$ cat src/aic_pkg.sv
package aic_pkg;

  // ****************************************************************
  // Sizes
  // ****************************************************************
  localparam int NZONE = 4;
  localparam int MAG_W = 12;
  localparam int SEL_W = 2;
  localparam int ADDR_W = 8;
  localparam int DATA_W = 32;

  // ****************************************************************
  // Register map
  // ****************************************************************
  localparam logic [ADDR_W-1:0] A_CTRL = 8'h00;
  localparam logic [ADDR_W-1:0] A_THRESH = 8'h04;
  localparam logic [ADDR_W-1:0] A_STATE = 8'h08;
  localparam logic [ADDR_W-1:0] A_IRQ_STAT = 8'h0c;
  localparam logic [ADDR_W-1:0] A_IRQ_EN = 8'h10;
  localparam logic [ADDR_W-1:0] A_IRQ_CLR = 8'h14;
  localparam logic [ADDR_W-1:0] A_MAG = 8'h18;

  // ****************************************************************
  // Control fields and reset values
  // ****************************************************************
  localparam int CTRL_W = 6;
  localparam int C_RUN = 0;
  localparam int C_MUX = 1;
  localparam int C_SEL_LO = 2;
  localparam int C_SEL_HI = 3;
  localparam int C_AUD_VIOL = 4;
  localparam int C_AUD_STAT = 5;
  localparam logic [CTRL_W-1:0] CTRL_RST = 6'h01;
  localparam logic [MAG_W-1:0] THRESH_RST = 12'h800;

  // ****************************************************************
  // Events and state word
  // ****************************************************************
  localparam int EV_W = 4;
  localparam int EV_METAL = 0;
  localparam int EV_POWER = 1;
  localparam int EV_STAT = 2;
  localparam int EV_VIOL = 3;
  localparam logic [EV_W-1:0] EV_RST = 4'h0;
  localparam int STATE_W = 7;

  // ****************************************************************
  // Types
  // ****************************************************************
  typedef struct packed {
    logic [ADDR_W-1:0] addr;
    logic [DATA_W-1:0] wdata;
    logic wr;
    logic rd;
  } aic_bus_t;

  typedef struct packed {
    logic det_ready;
    logic hlth_bad;
    logic pwr_bad;
    logic passage;
    logic earphone;
  } aic_cond_t;

  localparam int COND_W = 5;

  typedef struct packed {
    logic aud_metal;
    logic aud_power;
    logic aud_status;
    logic aud_viol;
    logic vis_metal;
    logic vis_status;
    logic vis_viol;
    logic lamp_go;
    logic lamp_stop;
  } aic_ind_t;

  localparam aic_ind_t IND_RST = 9'h001;

  typedef logic [MAG_W-1:0] aic_mag_t;
  typedef aic_mag_t [NZONE-1:0] aic_mags_t;

  typedef enum logic [1:0] {
    M_RESET = 2'b00,
    M_NOTREADY = 2'b01,
    M_READY = 2'b11
  } aic_mode_t;

endpackage

$ cat src/aic_top.sv
// Implementation choices: strobed register access and the address map.
`timescale 1ns/1ps
module aic_top (
  // Clock, reset and enable
  input wire logic core_clk,
  input wire logic rst_n,
  input wire logic ce,
  // Register port
  input wire aic_pkg::aic_bus_t bus,
  output logic [aic_pkg::DATA_W-1:0] rd_data,
  // Condition inputs
  input wire aic_pkg::aic_cond_t cond_in,
  // Sensor magnitudes
  input wire aic_pkg::aic_mags_t mag_in,
  // Retained settings store
  input wire logic [aic_pkg::CTRL_W-1:0] nv_ctrl,
  input wire aic_pkg::aic_mag_t nv_thresh,
  output logic save_stb,
  output logic [aic_pkg::CTRL_W-1:0] save_ctrl,
  output aic_pkg::aic_mag_t save_thresh,
  // Indicators
  output aic_pkg::aic_ind_t ind,
  // Detection signal outputs
  output aic_pkg::aic_mags_t mag_out,
  output aic_pkg::aic_mag_t mag_mux,
  // Interrupt
  output logic irq
);

  // ****************************************************************
  // Declarations
  // ****************************************************************
  aic_pkg::aic_cond_t cond_s;
  aic_pkg::aic_mode_t mode;
  aic_pkg::aic_mode_t next_mode;
  aic_pkg::aic_ind_t next_ind;
  logic [aic_pkg::CTRL_W-1:0] ctrl;
  aic_pkg::aic_mag_t thresh;
  logic load_pend;
  logic [aic_pkg::NZONE-1:0] hit_q;
  logic [aic_pkg::EV_W-1:0] ev_prev;
  logic [aic_pkg::EV_W-1:0] irq_stat;
  logic [aic_pkg::EV_W-1:0] irq_en;

  // ****************************************************************
  // Input capture
  // ****************************************************************
  aic_sync #(
    .W(aic_pkg::COND_W)
  ) u_sync (
    .core_clk(core_clk),
    .rst_n(rst_n),
    .ce(ce),
    .d(cond_in),
    .q(cond_s)
  );

  aic_zone u_zone (
    .core_clk(core_clk),
    .rst_n(rst_n),
    .ce(ce),
    .mag_in(mag_in),
    .thresh(thresh),
    .mag_q(mag_out),
    .hit_q(hit_q)
  );

  // ****************************************************************
  // Bus decode
  // ****************************************************************
  wire wr_ctrl = bus.wr && (bus.addr == aic_pkg::A_CTRL);
  wire wr_thresh = bus.wr && (bus.addr == aic_pkg::A_THRESH);
  wire wr_en = bus.wr && (bus.addr == aic_pkg::A_IRQ_EN);
  wire wr_clr = bus.wr && (bus.addr == aic_pkg::A_IRQ_CLR);

  wire run_en = ctrl[aic_pkg::C_RUN];
  wire mux_en = ctrl[aic_pkg::C_MUX];
  wire aud_viol_en = ctrl[aic_pkg::C_AUD_VIOL];
  wire aud_stat_en = ctrl[aic_pkg::C_AUD_STAT];
  wire [aic_pkg::SEL_W-1:0] sel = ctrl[aic_pkg::C_SEL_HI:aic_pkg::C_SEL_LO];

  // ****************************************************************
  // Readiness
  // ****************************************************************
  wire armed = (mode != aic_pkg::M_RESET);
  wire ready = (mode == aic_pkg::M_READY);
  wire metal_hit = |hit_q;
  // A zone that is alarming also holds the portal closed.
  wire conds_ok = cond_s.det_ready && !cond_s.pwr_bad &&
                  !cond_s.hlth_bad && run_en && !metal_hit;

  always_comb begin
    next_mode = mode;
    unique case (mode)
      aic_pkg::M_RESET: begin
        if (cond_s.det_ready) begin
          next_mode = conds_ok ? aic_pkg::M_READY : aic_pkg::M_NOTREADY;
        end
      end
      aic_pkg::M_NOTREADY: begin
        if (conds_ok) begin
          next_mode = aic_pkg::M_READY;
        end
      end
      aic_pkg::M_READY: begin
        if (!conds_ok) begin
          next_mode = aic_pkg::M_NOTREADY;
        end
      end
      default: begin
        next_mode = aic_pkg::M_RESET;
      end
    endcase
  end

  always_ff @(posedge core_clk or negedge rst_n) begin
    if (!rst_n) begin
      mode <= aic_pkg::M_RESET;
    end else if (ce) begin
      mode <= next_mode;
    end
  end

  // ****************************************************************
  // Alarm conditions
  // ****************************************************************
  // Nothing alarms before the detection path has first reported ready.
  wire metal_alm = armed && metal_hit;
  wire pwr_alm = armed && cond_s.pwr_bad;
  wire stat_alm = armed && cond_s.hlth_bad;
  wire viol_alm = armed && cond_s.passage && !ready;
  wire mute = cond_s.earphone;

  always_comb begin
    next_ind = aic_pkg::IND_RST;
    next_ind.aud_metal = metal_alm && !mute;
    next_ind.aud_power = pwr_alm && !mute;
    next_ind.aud_status = stat_alm && aud_stat_en && !mute;
    next_ind.aud_viol = viol_alm && aud_viol_en && !mute;
    next_ind.vis_metal = metal_alm;
    next_ind.vis_status = stat_alm;
    next_ind.vis_viol = viol_alm;
    next_ind.lamp_go = ready;
    next_ind.lamp_stop = !ready;
  end

  always_ff @(posedge core_clk or negedge rst_n) begin
    if (!rst_n) begin
      ind <= aic_pkg::IND_RST;
    end else if (ce) begin
      ind <= next_ind;
    end
  end

  // ****************************************************************
  // Multiplexed detection output
  // ****************************************************************
  wire aic_pkg::aic_mag_t sel_mag = mag_out[sel];

  always_ff @(posedge core_clk or negedge rst_n) begin
    if (!rst_n) begin
      mag_mux <= '0;
    end else if (ce) begin
      mag_mux <= mux_en ? sel_mag : '0;
    end
  end

  // ****************************************************************
  // Settings
  // ****************************************************************
  // The retained store is read back on the first enabled edge after
  // reset, so a supply dip cannot fall back to default sensitivity.
  always_ff @(posedge core_clk or negedge rst_n) begin
    if (!rst_n) begin
      ctrl <= aic_pkg::CTRL_RST;
      thresh <= aic_pkg::THRESH_RST;
      load_pend <= 1'b1;
      save_stb <= 1'b0;
    end else if (ce) begin
      load_pend <= 1'b0;
      save_stb <= !load_pend && (wr_ctrl || wr_thresh);
      if (load_pend) begin
        ctrl <= nv_ctrl;
        thresh <= nv_thresh;
      end else begin
        if (wr_ctrl) begin
          ctrl <= bus.wdata[aic_pkg::CTRL_W-1:0];
        end
        if (wr_thresh) begin
          thresh <= bus.wdata[aic_pkg::MAG_W-1:0];
        end
      end
    end
  end

  assign save_ctrl = ctrl;
  assign save_thresh = thresh;

  // ****************************************************************
  // Interrupts
  // ****************************************************************
  wire [aic_pkg::EV_W-1:0] ev_now = {viol_alm, stat_alm, pwr_alm, metal_alm};
  wire [aic_pkg::EV_W-1:0] ev_rise = ev_now & ~ev_prev;
  wire [aic_pkg::EV_W-1:0] clr_mask =
    wr_clr ? bus.wdata[aic_pkg::EV_W-1:0] : aic_pkg::EV_RST;
  // A new event in the clearing cycle survives the clear.
  wire [aic_pkg::EV_W-1:0] next_stat = (irq_stat & ~clr_mask) | ev_rise;
  wire [aic_pkg::EV_W-1:0] next_en =
    wr_en ? bus.wdata[aic_pkg::EV_W-1:0] : irq_en;

  always_ff @(posedge core_clk or negedge rst_n) begin
    if (!rst_n) begin
      ev_prev <= aic_pkg::EV_RST;
      irq_stat <= aic_pkg::EV_RST;
      irq_en <= aic_pkg::EV_RST;
      irq <= 1'b0;
    end else if (ce) begin
      ev_prev <= ev_now;
      irq_stat <= next_stat;
      irq_en <= next_en;
      irq <= |(next_stat & next_en);
    end
  end

  // ****************************************************************
  // Read back
  // ****************************************************************
  wire [aic_pkg::STATE_W-1:0] state_word = {ready, armed,
    cond_s.earphone, viol_alm, stat_alm, pwr_alm, metal_alm};

  wire [aic_pkg::DATA_W-1:0] rd_word =
    (bus.addr == aic_pkg::A_CTRL) ?
      {{(aic_pkg::DATA_W-aic_pkg::CTRL_W){1'b0}}, ctrl} :
    (bus.addr == aic_pkg::A_THRESH) ?
      {{(aic_pkg::DATA_W-aic_pkg::MAG_W){1'b0}}, thresh} :
    (bus.addr == aic_pkg::A_STATE) ?
      {{(aic_pkg::DATA_W-aic_pkg::STATE_W){1'b0}}, state_word} :
    (bus.addr == aic_pkg::A_IRQ_STAT) ?
      {{(aic_pkg::DATA_W-aic_pkg::EV_W){1'b0}}, irq_stat} :
    (bus.addr == aic_pkg::A_IRQ_EN) ?
      {{(aic_pkg::DATA_W-aic_pkg::EV_W){1'b0}}, irq_en} :
    (bus.addr == aic_pkg::A_MAG) ?
      {{(aic_pkg::DATA_W-aic_pkg::MAG_W){1'b0}}, sel_mag} :
      '0;

  // Read data is zero outside the cycle after a read strobe.
  always_ff @(posedge core_clk or negedge rst_n) begin
    if (!rst_n) begin
      rd_data <= '0;
    end else if (ce) begin
      rd_data <= bus.rd ? rd_word : '0;
    end
  end

  wire any_aud = ind.aud_metal || ind.aud_power ||
                 ind.aud_status || ind.aud_viol;
endmodule

$ cat src/aic_sync.sv
`timescale 1ns/1ps
module aic_sync #(
  parameter int W = 1
) (
  // Clock and reset
  input wire logic core_clk,
  input wire logic rst_n,
  input wire logic ce,
  // Data
  input wire logic [W-1:0] d,
  output logic [W-1:0] q
);

  logic [W-1:0] meta;

  // ****************************************************************
  // Two-stage synchroniser
  // ****************************************************************
  // The first stage feeds only the second stage.
  always_ff @(posedge core_clk or negedge rst_n) begin
    if (!rst_n) begin
      meta <= '0;
      q <= '0;
    end else if (ce) begin
      meta <= d;
      q <= meta;
    end
  end

endmodule

$ cat src/aic_zone.sv
`timescale 1ns/1ps
module aic_zone (
  // Clock and reset
  input wire logic core_clk,
  input wire logic rst_n,
  input wire logic ce,
  // Sensor side
  input wire aic_pkg::aic_mags_t mag_in,
  input wire aic_pkg::aic_mag_t thresh,
  // Registered results
  output aic_pkg::aic_mags_t mag_q,
  output logic [aic_pkg::NZONE-1:0] hit_q
);

  // ****************************************************************
  // Per-zone capture and decision
  // ****************************************************************
  // Magnitude and decision are taken from one sample in one edge, so
  // the exported value is exactly the one the alarm is judged on.
  genvar z;
  generate
    for (z = 0; z < aic_pkg::NZONE; z++) begin : g_zone
      wire hit_now = (mag_in[z] >= thresh);
      always_ff @(posedge core_clk or negedge rst_n) begin
        if (!rst_n) begin
          mag_q[z] <= '0;
          hit_q[z] <= 1'b0;
        end else if (ce) begin
          mag_q[z] <= mag_in[z];
          hit_q[z] <= hit_now;
        end
      end
    end
  endgenerate

endmodule

$ cat config.mk
export PLATFORM = sky130hd
export DESIGN_NAME = aic_top
export DESIGN_NICKNAME = d
export VERILOG_FILES = /design/src/aic_pkg.sv /design/src/aic_top.sv /design/src/aic_sync.sv /design/src/aic_zone.sv
export SDC_FILE = /design/constraint.sdc
export NUM_CORES = 1
export LEC_CHECK = 0
export BUFFER_PORTS_ARGS = -buffer_cell sky130_fd_sc_hd__buf_2
export CORE_AREA = 3 3 141 102
export DETAILED_ROUTE_END_ITERATION = 6
export DIE_AREA = 0 0 144 105
export HOLD_SLACK_MARGIN = 0.03
export PLACE_DENSITY = 0.95
export SYNTH_ARGS = -nofsm -noshare
export SYNTH_HDL_FRONTEND = slang
export SYNTH_HIERARCHICAL = 1
export SYNTH_SLANG_ARGS = --single-unit
$ cat constraint.sdc
create_clock -name core_clk -period 2.63 [get_ports core_clk]
set_input_delay 0.3945 -clock core_clk [delete_from_list [all_inputs] [get_ports core_clk]]
set_output_delay 0.3945 -clock core_clk [all_outputs]
set_load 0.005 [all_outputs]
# [Word-level counts from Yosys, hierarchy flattened]
# Cells that the tools add are included.
[totals] regBits=150 input_bits=116 out_inout_bits=121 elab_cells=110
[classes] magnitude_cmp=5 eq_ne=11 n_mux=21 bitwise=6 reduce_logical=37
[op_table] cell="$mux 12" count=11
[op_table] cell="$ge 12x12->1" count=4
[op_table] cell="$bmux 12 s2" count=1
[op_table] cell="$eq 8x5->1 const B" count=3
[op_table] cell="$logic_and 1x1->1" count=20
[op_table] cell="$eq 8x4->1 const B" count=2
[op_table] cell="$and 4x4->4" count=3
[op_table] cell="$mux 6" count=2
[op_table] cell="$eq 8x3->1 const B" count=1
[op_table] cell="$logic_not 8->1" count=1
[op_table] cell="$mux 2" count=4
[op_table] cell="$mux 4" count=2
[op_table] cell="$not 4->4" count=2
[op_table] cell="$reduce_or 4->1" count=2
[op_table] cell="$logic_not 1->1" count=6
[op_table] cell="$pmux 2 s3" count=1
[op_table] cell="$reduce_bool 2->1" count=3
[op_table] cell="$ne 2x2->1 const B" count=2
[op_table] cell="$or 4x4->4" count=1
[op_table] cell="$reduce_and 2->1" count=2
[op_table] cell="$reduce_and 4->1" count=1
[op_table] cell="$lt 2x3->1 const B" count=1
[op_table] cell="$eq 2x1->1 const B" count=1
[op_table] cell="$eq 2x2->1 const B" count=1
[op_table] cell="3 further kinds" count=3

# [Depth between registers and ports, before layout]
[logic_depth] ltp_word=9 depth_mapped=8 ltp_nobuf=6

# [Cells and area by module]
# The synthesis kept the hierarchy.
[by_module_without_submodules] mod="aic_top" n_inst=1 cells_per_inst=392 area_per_inst_um2=3862.5 seq_area_each_um2=1631.6
[by_module_without_submodules] mod="aic_zone" n_inst=1 cells_per_inst=246 area_per_inst_um2=3024.2 seq_area_each_um2=1301.2
[by_module_without_submodules] mod="aic_sync" n_inst=1 cells_per_inst=21 area_per_inst_um2=411.6 seq_area_each_um2=250.2

# [Least setup slack after synthesis]
# No wires, ideal clock.
[synth_path] path_type="input-to-reg" startpoint="input bus[41] in the netlist's numbering" endpoint="register irq" setup_ps=139 arrival_ps=1921 t_required_ps=2491 slack_ps=570 stages=7 path_buffers=2 cell_sequence="or4_1 > buf_6 > and4bb_1 > buf_4 > mux2_2 > o21ai_1 > a41oi_1"
[synth_between] elab_chain_len=8 word_cells_on_any_way=11 classes_between="2 x eq/ne; 2 x mux; 4 x bitwise; 3 x reduce/logical"
[synth_lines] element="from (decl)" line="aic_top.sv:9" text="input wire aic_pkg::aic_bus_t bus,"
[synth_lines] element="$eq 8x5->1" line="aic_top.sv:74" text="wire wr_clr = bus.wr && (bus.addr == aic_pkg::A_IRQ_CLR);"
[synth_lines] element="$logic_and 1x1->1" line="aic_top.sv:74"
[synth_lines] element="$mux 4" line="aic_top.sv:205" text="wr_clr ? bus.wdata[aic_pkg::EV_W-1:0] : aic_pkg::EV_RST;"
[synth_lines] element="$not 4->4" line="aic_top.sv:207" text="wire [aic_pkg::EV_W-1:0] next_stat = (irq_stat & ~clr_mask) | ev_rise;"
[synth_lines] element="$and 4x4->4" line="aic_top.sv:207"
[synth_lines] element="$or 4x4->4" line="aic_top.sv:207"
[synth_lines] element="$and 4x4->4 (*)" line="aic_top.sv:221" text="irq <= |(next_stat & next_en);"
[synth_lines] element="$reduce_or 4->1 (*)" line="aic_top.sv:221"
[synth_lines] element="to (signal assigned)" line="aic_top.sv:221"
[synth_lines] element="to (decl)" line="aic_top.sv:27" text="output logic irq"
# Every way passes the cells marked *; elsewhere a longest branch is shown, timed or not.
# A chain may end at the register's enable or synchronous reset.

# [Worst setup path in the final report]
[layout_path] startpoint="register ctrl (netlist bit save_ctrl[3])" endpoint="register rd_data[3] in the netlist's numbering"
[layout_between] elab_chain_len=9
[layout_lines] element="from (decl)" line="aic_top.sv:37" text="logic [aic_pkg::CTRL_W-1:0] ctrl;"
[layout_lines] element="from (signal assigned)" line="aic_top.sv:175" text="ctrl <= aic_pkg::CTRL_RST;"
[layout_lines] element="from (signal assigned)" line="aic_top.sv:183" text="ctrl <= nv_ctrl;"
[layout_lines] element="from (signal assigned)" line="aic_top.sv:187" text="ctrl <= bus.wdata[aic_pkg::CTRL_W-1:0];"
[layout_lines] element="$bmux 12 s2" line="aic_top.sv:158" text="wire aic_pkg::aic_mag_t sel_mag = mag_out[sel];"
[layout_lines] element="$mux 12 (implied by the code)" line="aic_top.sv:158"
[layout_lines] element="$mux 12" line="aic_top.sv:242" text="(bus.addr == aic_pkg::A_MAG) ?"
[layout_lines] element="$mux 12" line="aic_top.sv:240" text="(bus.addr == aic_pkg::A_IRQ_EN) ?"
[layout_lines] element="$mux 12" line="aic_top.sv:238" text="(bus.addr == aic_pkg::A_IRQ_STAT) ?"
[layout_lines] element="$mux 12" line="aic_top.sv:236" text="(bus.addr == aic_pkg::A_STATE) ?"
[layout_lines] element="$mux 12" line="aic_top.sv:234" text="(bus.addr == aic_pkg::A_THRESH) ?"
[layout_lines] element="$mux 12 (*)" line="aic_top.sv:232" text="(bus.addr == aic_pkg::A_CTRL) ?"
[layout_lines] element="$mux 12 (*)" line="aic_top.sv:251" text="rd_data <= bus.rd ? rd_word : '0;"
[layout_lines] element="to (signal assigned)" line="aic_top.sv:251"
[layout_lines] element="to (decl)" line="aic_top.sv:10" text="output logic [aic_pkg::DATA_W-1:0] rd_data,"
# Every way passes the cells marked *; elsewhere a longest branch is shown, timed or not. The select of a mux whose other input is x is not followed.

==> flow_summary.yaml <==
outcome:
  outcome: "completed"
logic_synthesis:
  yosysSeqAreaShare_pct: 43.6
  syn-mean-instance-area_um2: 11.1
  post-synth-top-area-cell: "dfrtp_1"
  synth_cell_types: 58
  synth_area_leaders: "dfrtp_1 42%, ha_1 8.2%, mux2_2 6.8%"
  synth_edf_count: 0
  synth-main-ff-cell: "dfrtp_1"
  synth_common_cells: "123 x dfrtp_1, 48 x ha_1, 45 x inv_1"
  synth.most_common_cell: "dfrtp_1"
  yosys_warnings: 6
  synth_top_area_share_pct: 42.2
  synthCells: 659
  async_reset_ff_share_pct: 100
  synth_area_um2: 7300
  synth.ff_latch_count: 127
place:
  portBuffers: 196
  gp_congestion: 0.933
  dpl.cell_count: 994
  dp_hpwl_um: 16000
global_routing:
  grt_pass1_wl_um: 32600
  gr-usage-all-layers_pct: 27.8
  overflow: 0
  antenna_found_initial: 0
  grt_pass1_vias: 6079
  grt_max_degree: 128
floorplanning:
  start_util_pct: 55.7
  core-area_um2: 13100
  die_y_um: 105
  die_w_um: 144
  die-area_um2: 15100
  io_pins: 237
  rows: 35
clock_network:
  clockRootBuffer: "clkbuf_16"
  cts-htree-levels: 4
  clock-sinks: 127
  cts_tree: "yes"
  clkTransAtPathRegs_ns: 0.06
  clk_latency_ns: 0.41
  holdBufCountCts: 0
  cts_buffers: 17
  postCtsSetupBuffers: 0
  max-clock-path-buffers: 2
  cts_resized: 0
worst_setup_path:
  worstPathRequired_ns: 2.92
  crit_end: "rd_data[3]"
  reg2reg_slack_ns: 0.57
  r2r-start: "save_ctrl[3]"
  cp-startpoint: "save_ctrl[3]"
  reg2reg_to: "rd_data[3]"
  path_class: "flop to flop"
  worstPathMaxFanout: 16
  worstSetupEndpointType: "flop"
  reg2reg_depth: 4
  startpoint_type: "flop"
  arrival_ns: 2.35
sta:
  setup_violations: 0
  fmaxAchievable_mhz: 486
  clock_skew_ns: 0.00827
  fin_crit_sh_pct: 78.3
  hold_viol_final: 0
  worst_pin_slew_ns: 0.867
  slew_headroom_pct: 42.2
  period_minus_slack_ns: 2.06
  grt_setup_unrepaired: "false"
  slew_violations: 0
  fin_tns_setup_ns: 0
final_layout:
  regArea_um2: 3180
  antennaDiodeCount: 0
  nFillCells: 932
  drive_gt1_share_pct: 40.0
  nets: 1011
  area_growth_pct: 22.8
  multi_input_area_um2: 3630
  stdcell_count: 1026
route:
  drt_iter0_drc: 471
  dr.pass1.iters: 6
  detail_route.wl_per_cell_um: 20.8
  detail_route.vias_per_cell: 6.05
  wl_um: 21400
  via_count: 6207
  final_antenna_net_count: 0
  drc: 0
power:
  vdd_drop_max_mv: 0.500
  p_leak_nw: 4.21
  power_density_nw_per_um2: 608
run:
  drv_cap: 0
hold_path:
  hold_path_class: "input port to asynchronous set/reset pin"
## stage by stage
step / hold slack (ns) / instance area, um^2 / setup slack, ns / power [W] / utilization (%)
after detailed placement: 0.495 / 8320 / 0.201 / 0.00291 / 63.5
after floorplan: 0.0989 / 7370 / 0.570 / 0.00259 / -
after global routing: 0.135 / 8960 / 0.509 / 0.00564 / 68.4
after global placement: 0.485 / 8320 / 0.267 / 0.00288 / 63.5
after CTS: 0.122 / 8960 / 0.621 / 0.00548 / 68.4
final: 0.0810 / 8960 / 0.570 / 0.00545 / 68.4
## cell usage in the layout (no fill, tap or decap), drive strengths merged, types with 15 or more instances in the layout
master / instances
buf: 209
nand2: 31
mux2: 69
o21ai: 40
clkbuf: 18
o22ai: 48
conb: 20
a21oi: 29
nand3: 15
inv: 49
nor2: 26
ha: 48
dfrtp: 123
nor3: 16
## sequential cells by signal, summed over array words and instances (netlist names)
register and flops:
u_zone/mag_q 48, mag_mux 12, rd_data 12, save_thresh 12, ind 7, save_ctrl 6, u_sync/meta 5, u_sync/q 5
irq_en 4, irq_stat 4, u_zone/hit_q 4, ev_prev 3, mode 2, irq 1, load_pend 1, save_stb 1
## layout make-up
cell class / count / area share [%]
tap: 166 / 2.32
timing repair buffer: 209 / 12.5
multi-input combinational: 446 / 40.6
inverter: 46 / 1.93
sequential: 127 / 35.5
clock inverter: 14 / 2.26
clock buffer: 18 / 4.90
## worst max-delay path: stages, from the launching register on
cell and delay (ns):
dfrtp_1 0.91, mux4_2 0.45, a21o_1 0.20, a22o_1 0.18, a31o_2 0.20
## how the worst min path moves through the flow
stage	cells after the start	slack (ns)	startpoint	end
floorplan	0	0.1	rst_n	ev_prev[0]
global placement	1	0.48	irq_stat[3]	irq_stat[3]
detailed placement	1	0.49	u_sync/q[0]	u_sync/q[0]
CTS	2	0.12	rst_n	mag_mux[10]
global route	2	0.14	rst_n	mag_mux[10]
finish	2	0.08	rst_n	mag_mux[10]
## per-layer routing
metal	share of wire [%]	vias to the layer above	GRT usage, %
li1	-	2767	-
met5	0	-	0
met4	2.0	0	8.33
met3	11	39	7.32
met1	41	3001	38.5
met2	46	400	42.8
## logic make-up after synthesis
| kind of cell | after synthesis | share of synthesized area (%) |
|---|---|---|
| AND/OR/NAND/NOR | 129 | 9.57 |
| flip-flops | 127 | 43.6 |
| AO/OA/AOI/OAI | 166 | 15.1 |
| adder cells (fa/ha/maj) | 48 | 8.23 |
| buffers and inverters | 105 | 7.56 |
| multiplexers | 82 | 15.7 |
| XOR/XNOR | 1 | 0.120 |
| other | 1 | 0.0514 |
## power by group
part	leakage [nW]	total [W]	switching (W)	internal, W
Combinational	2.32	0.000708	0.000359	0.000350
Clock	0.312	0.00256	0.000934	0.00163
Sequential	1.57	0.00218	0.000100	0.00208
Total	4.21	0.00545	0.00139	0.00406
No activity file was read; power rests on OpenSTA's default activity.
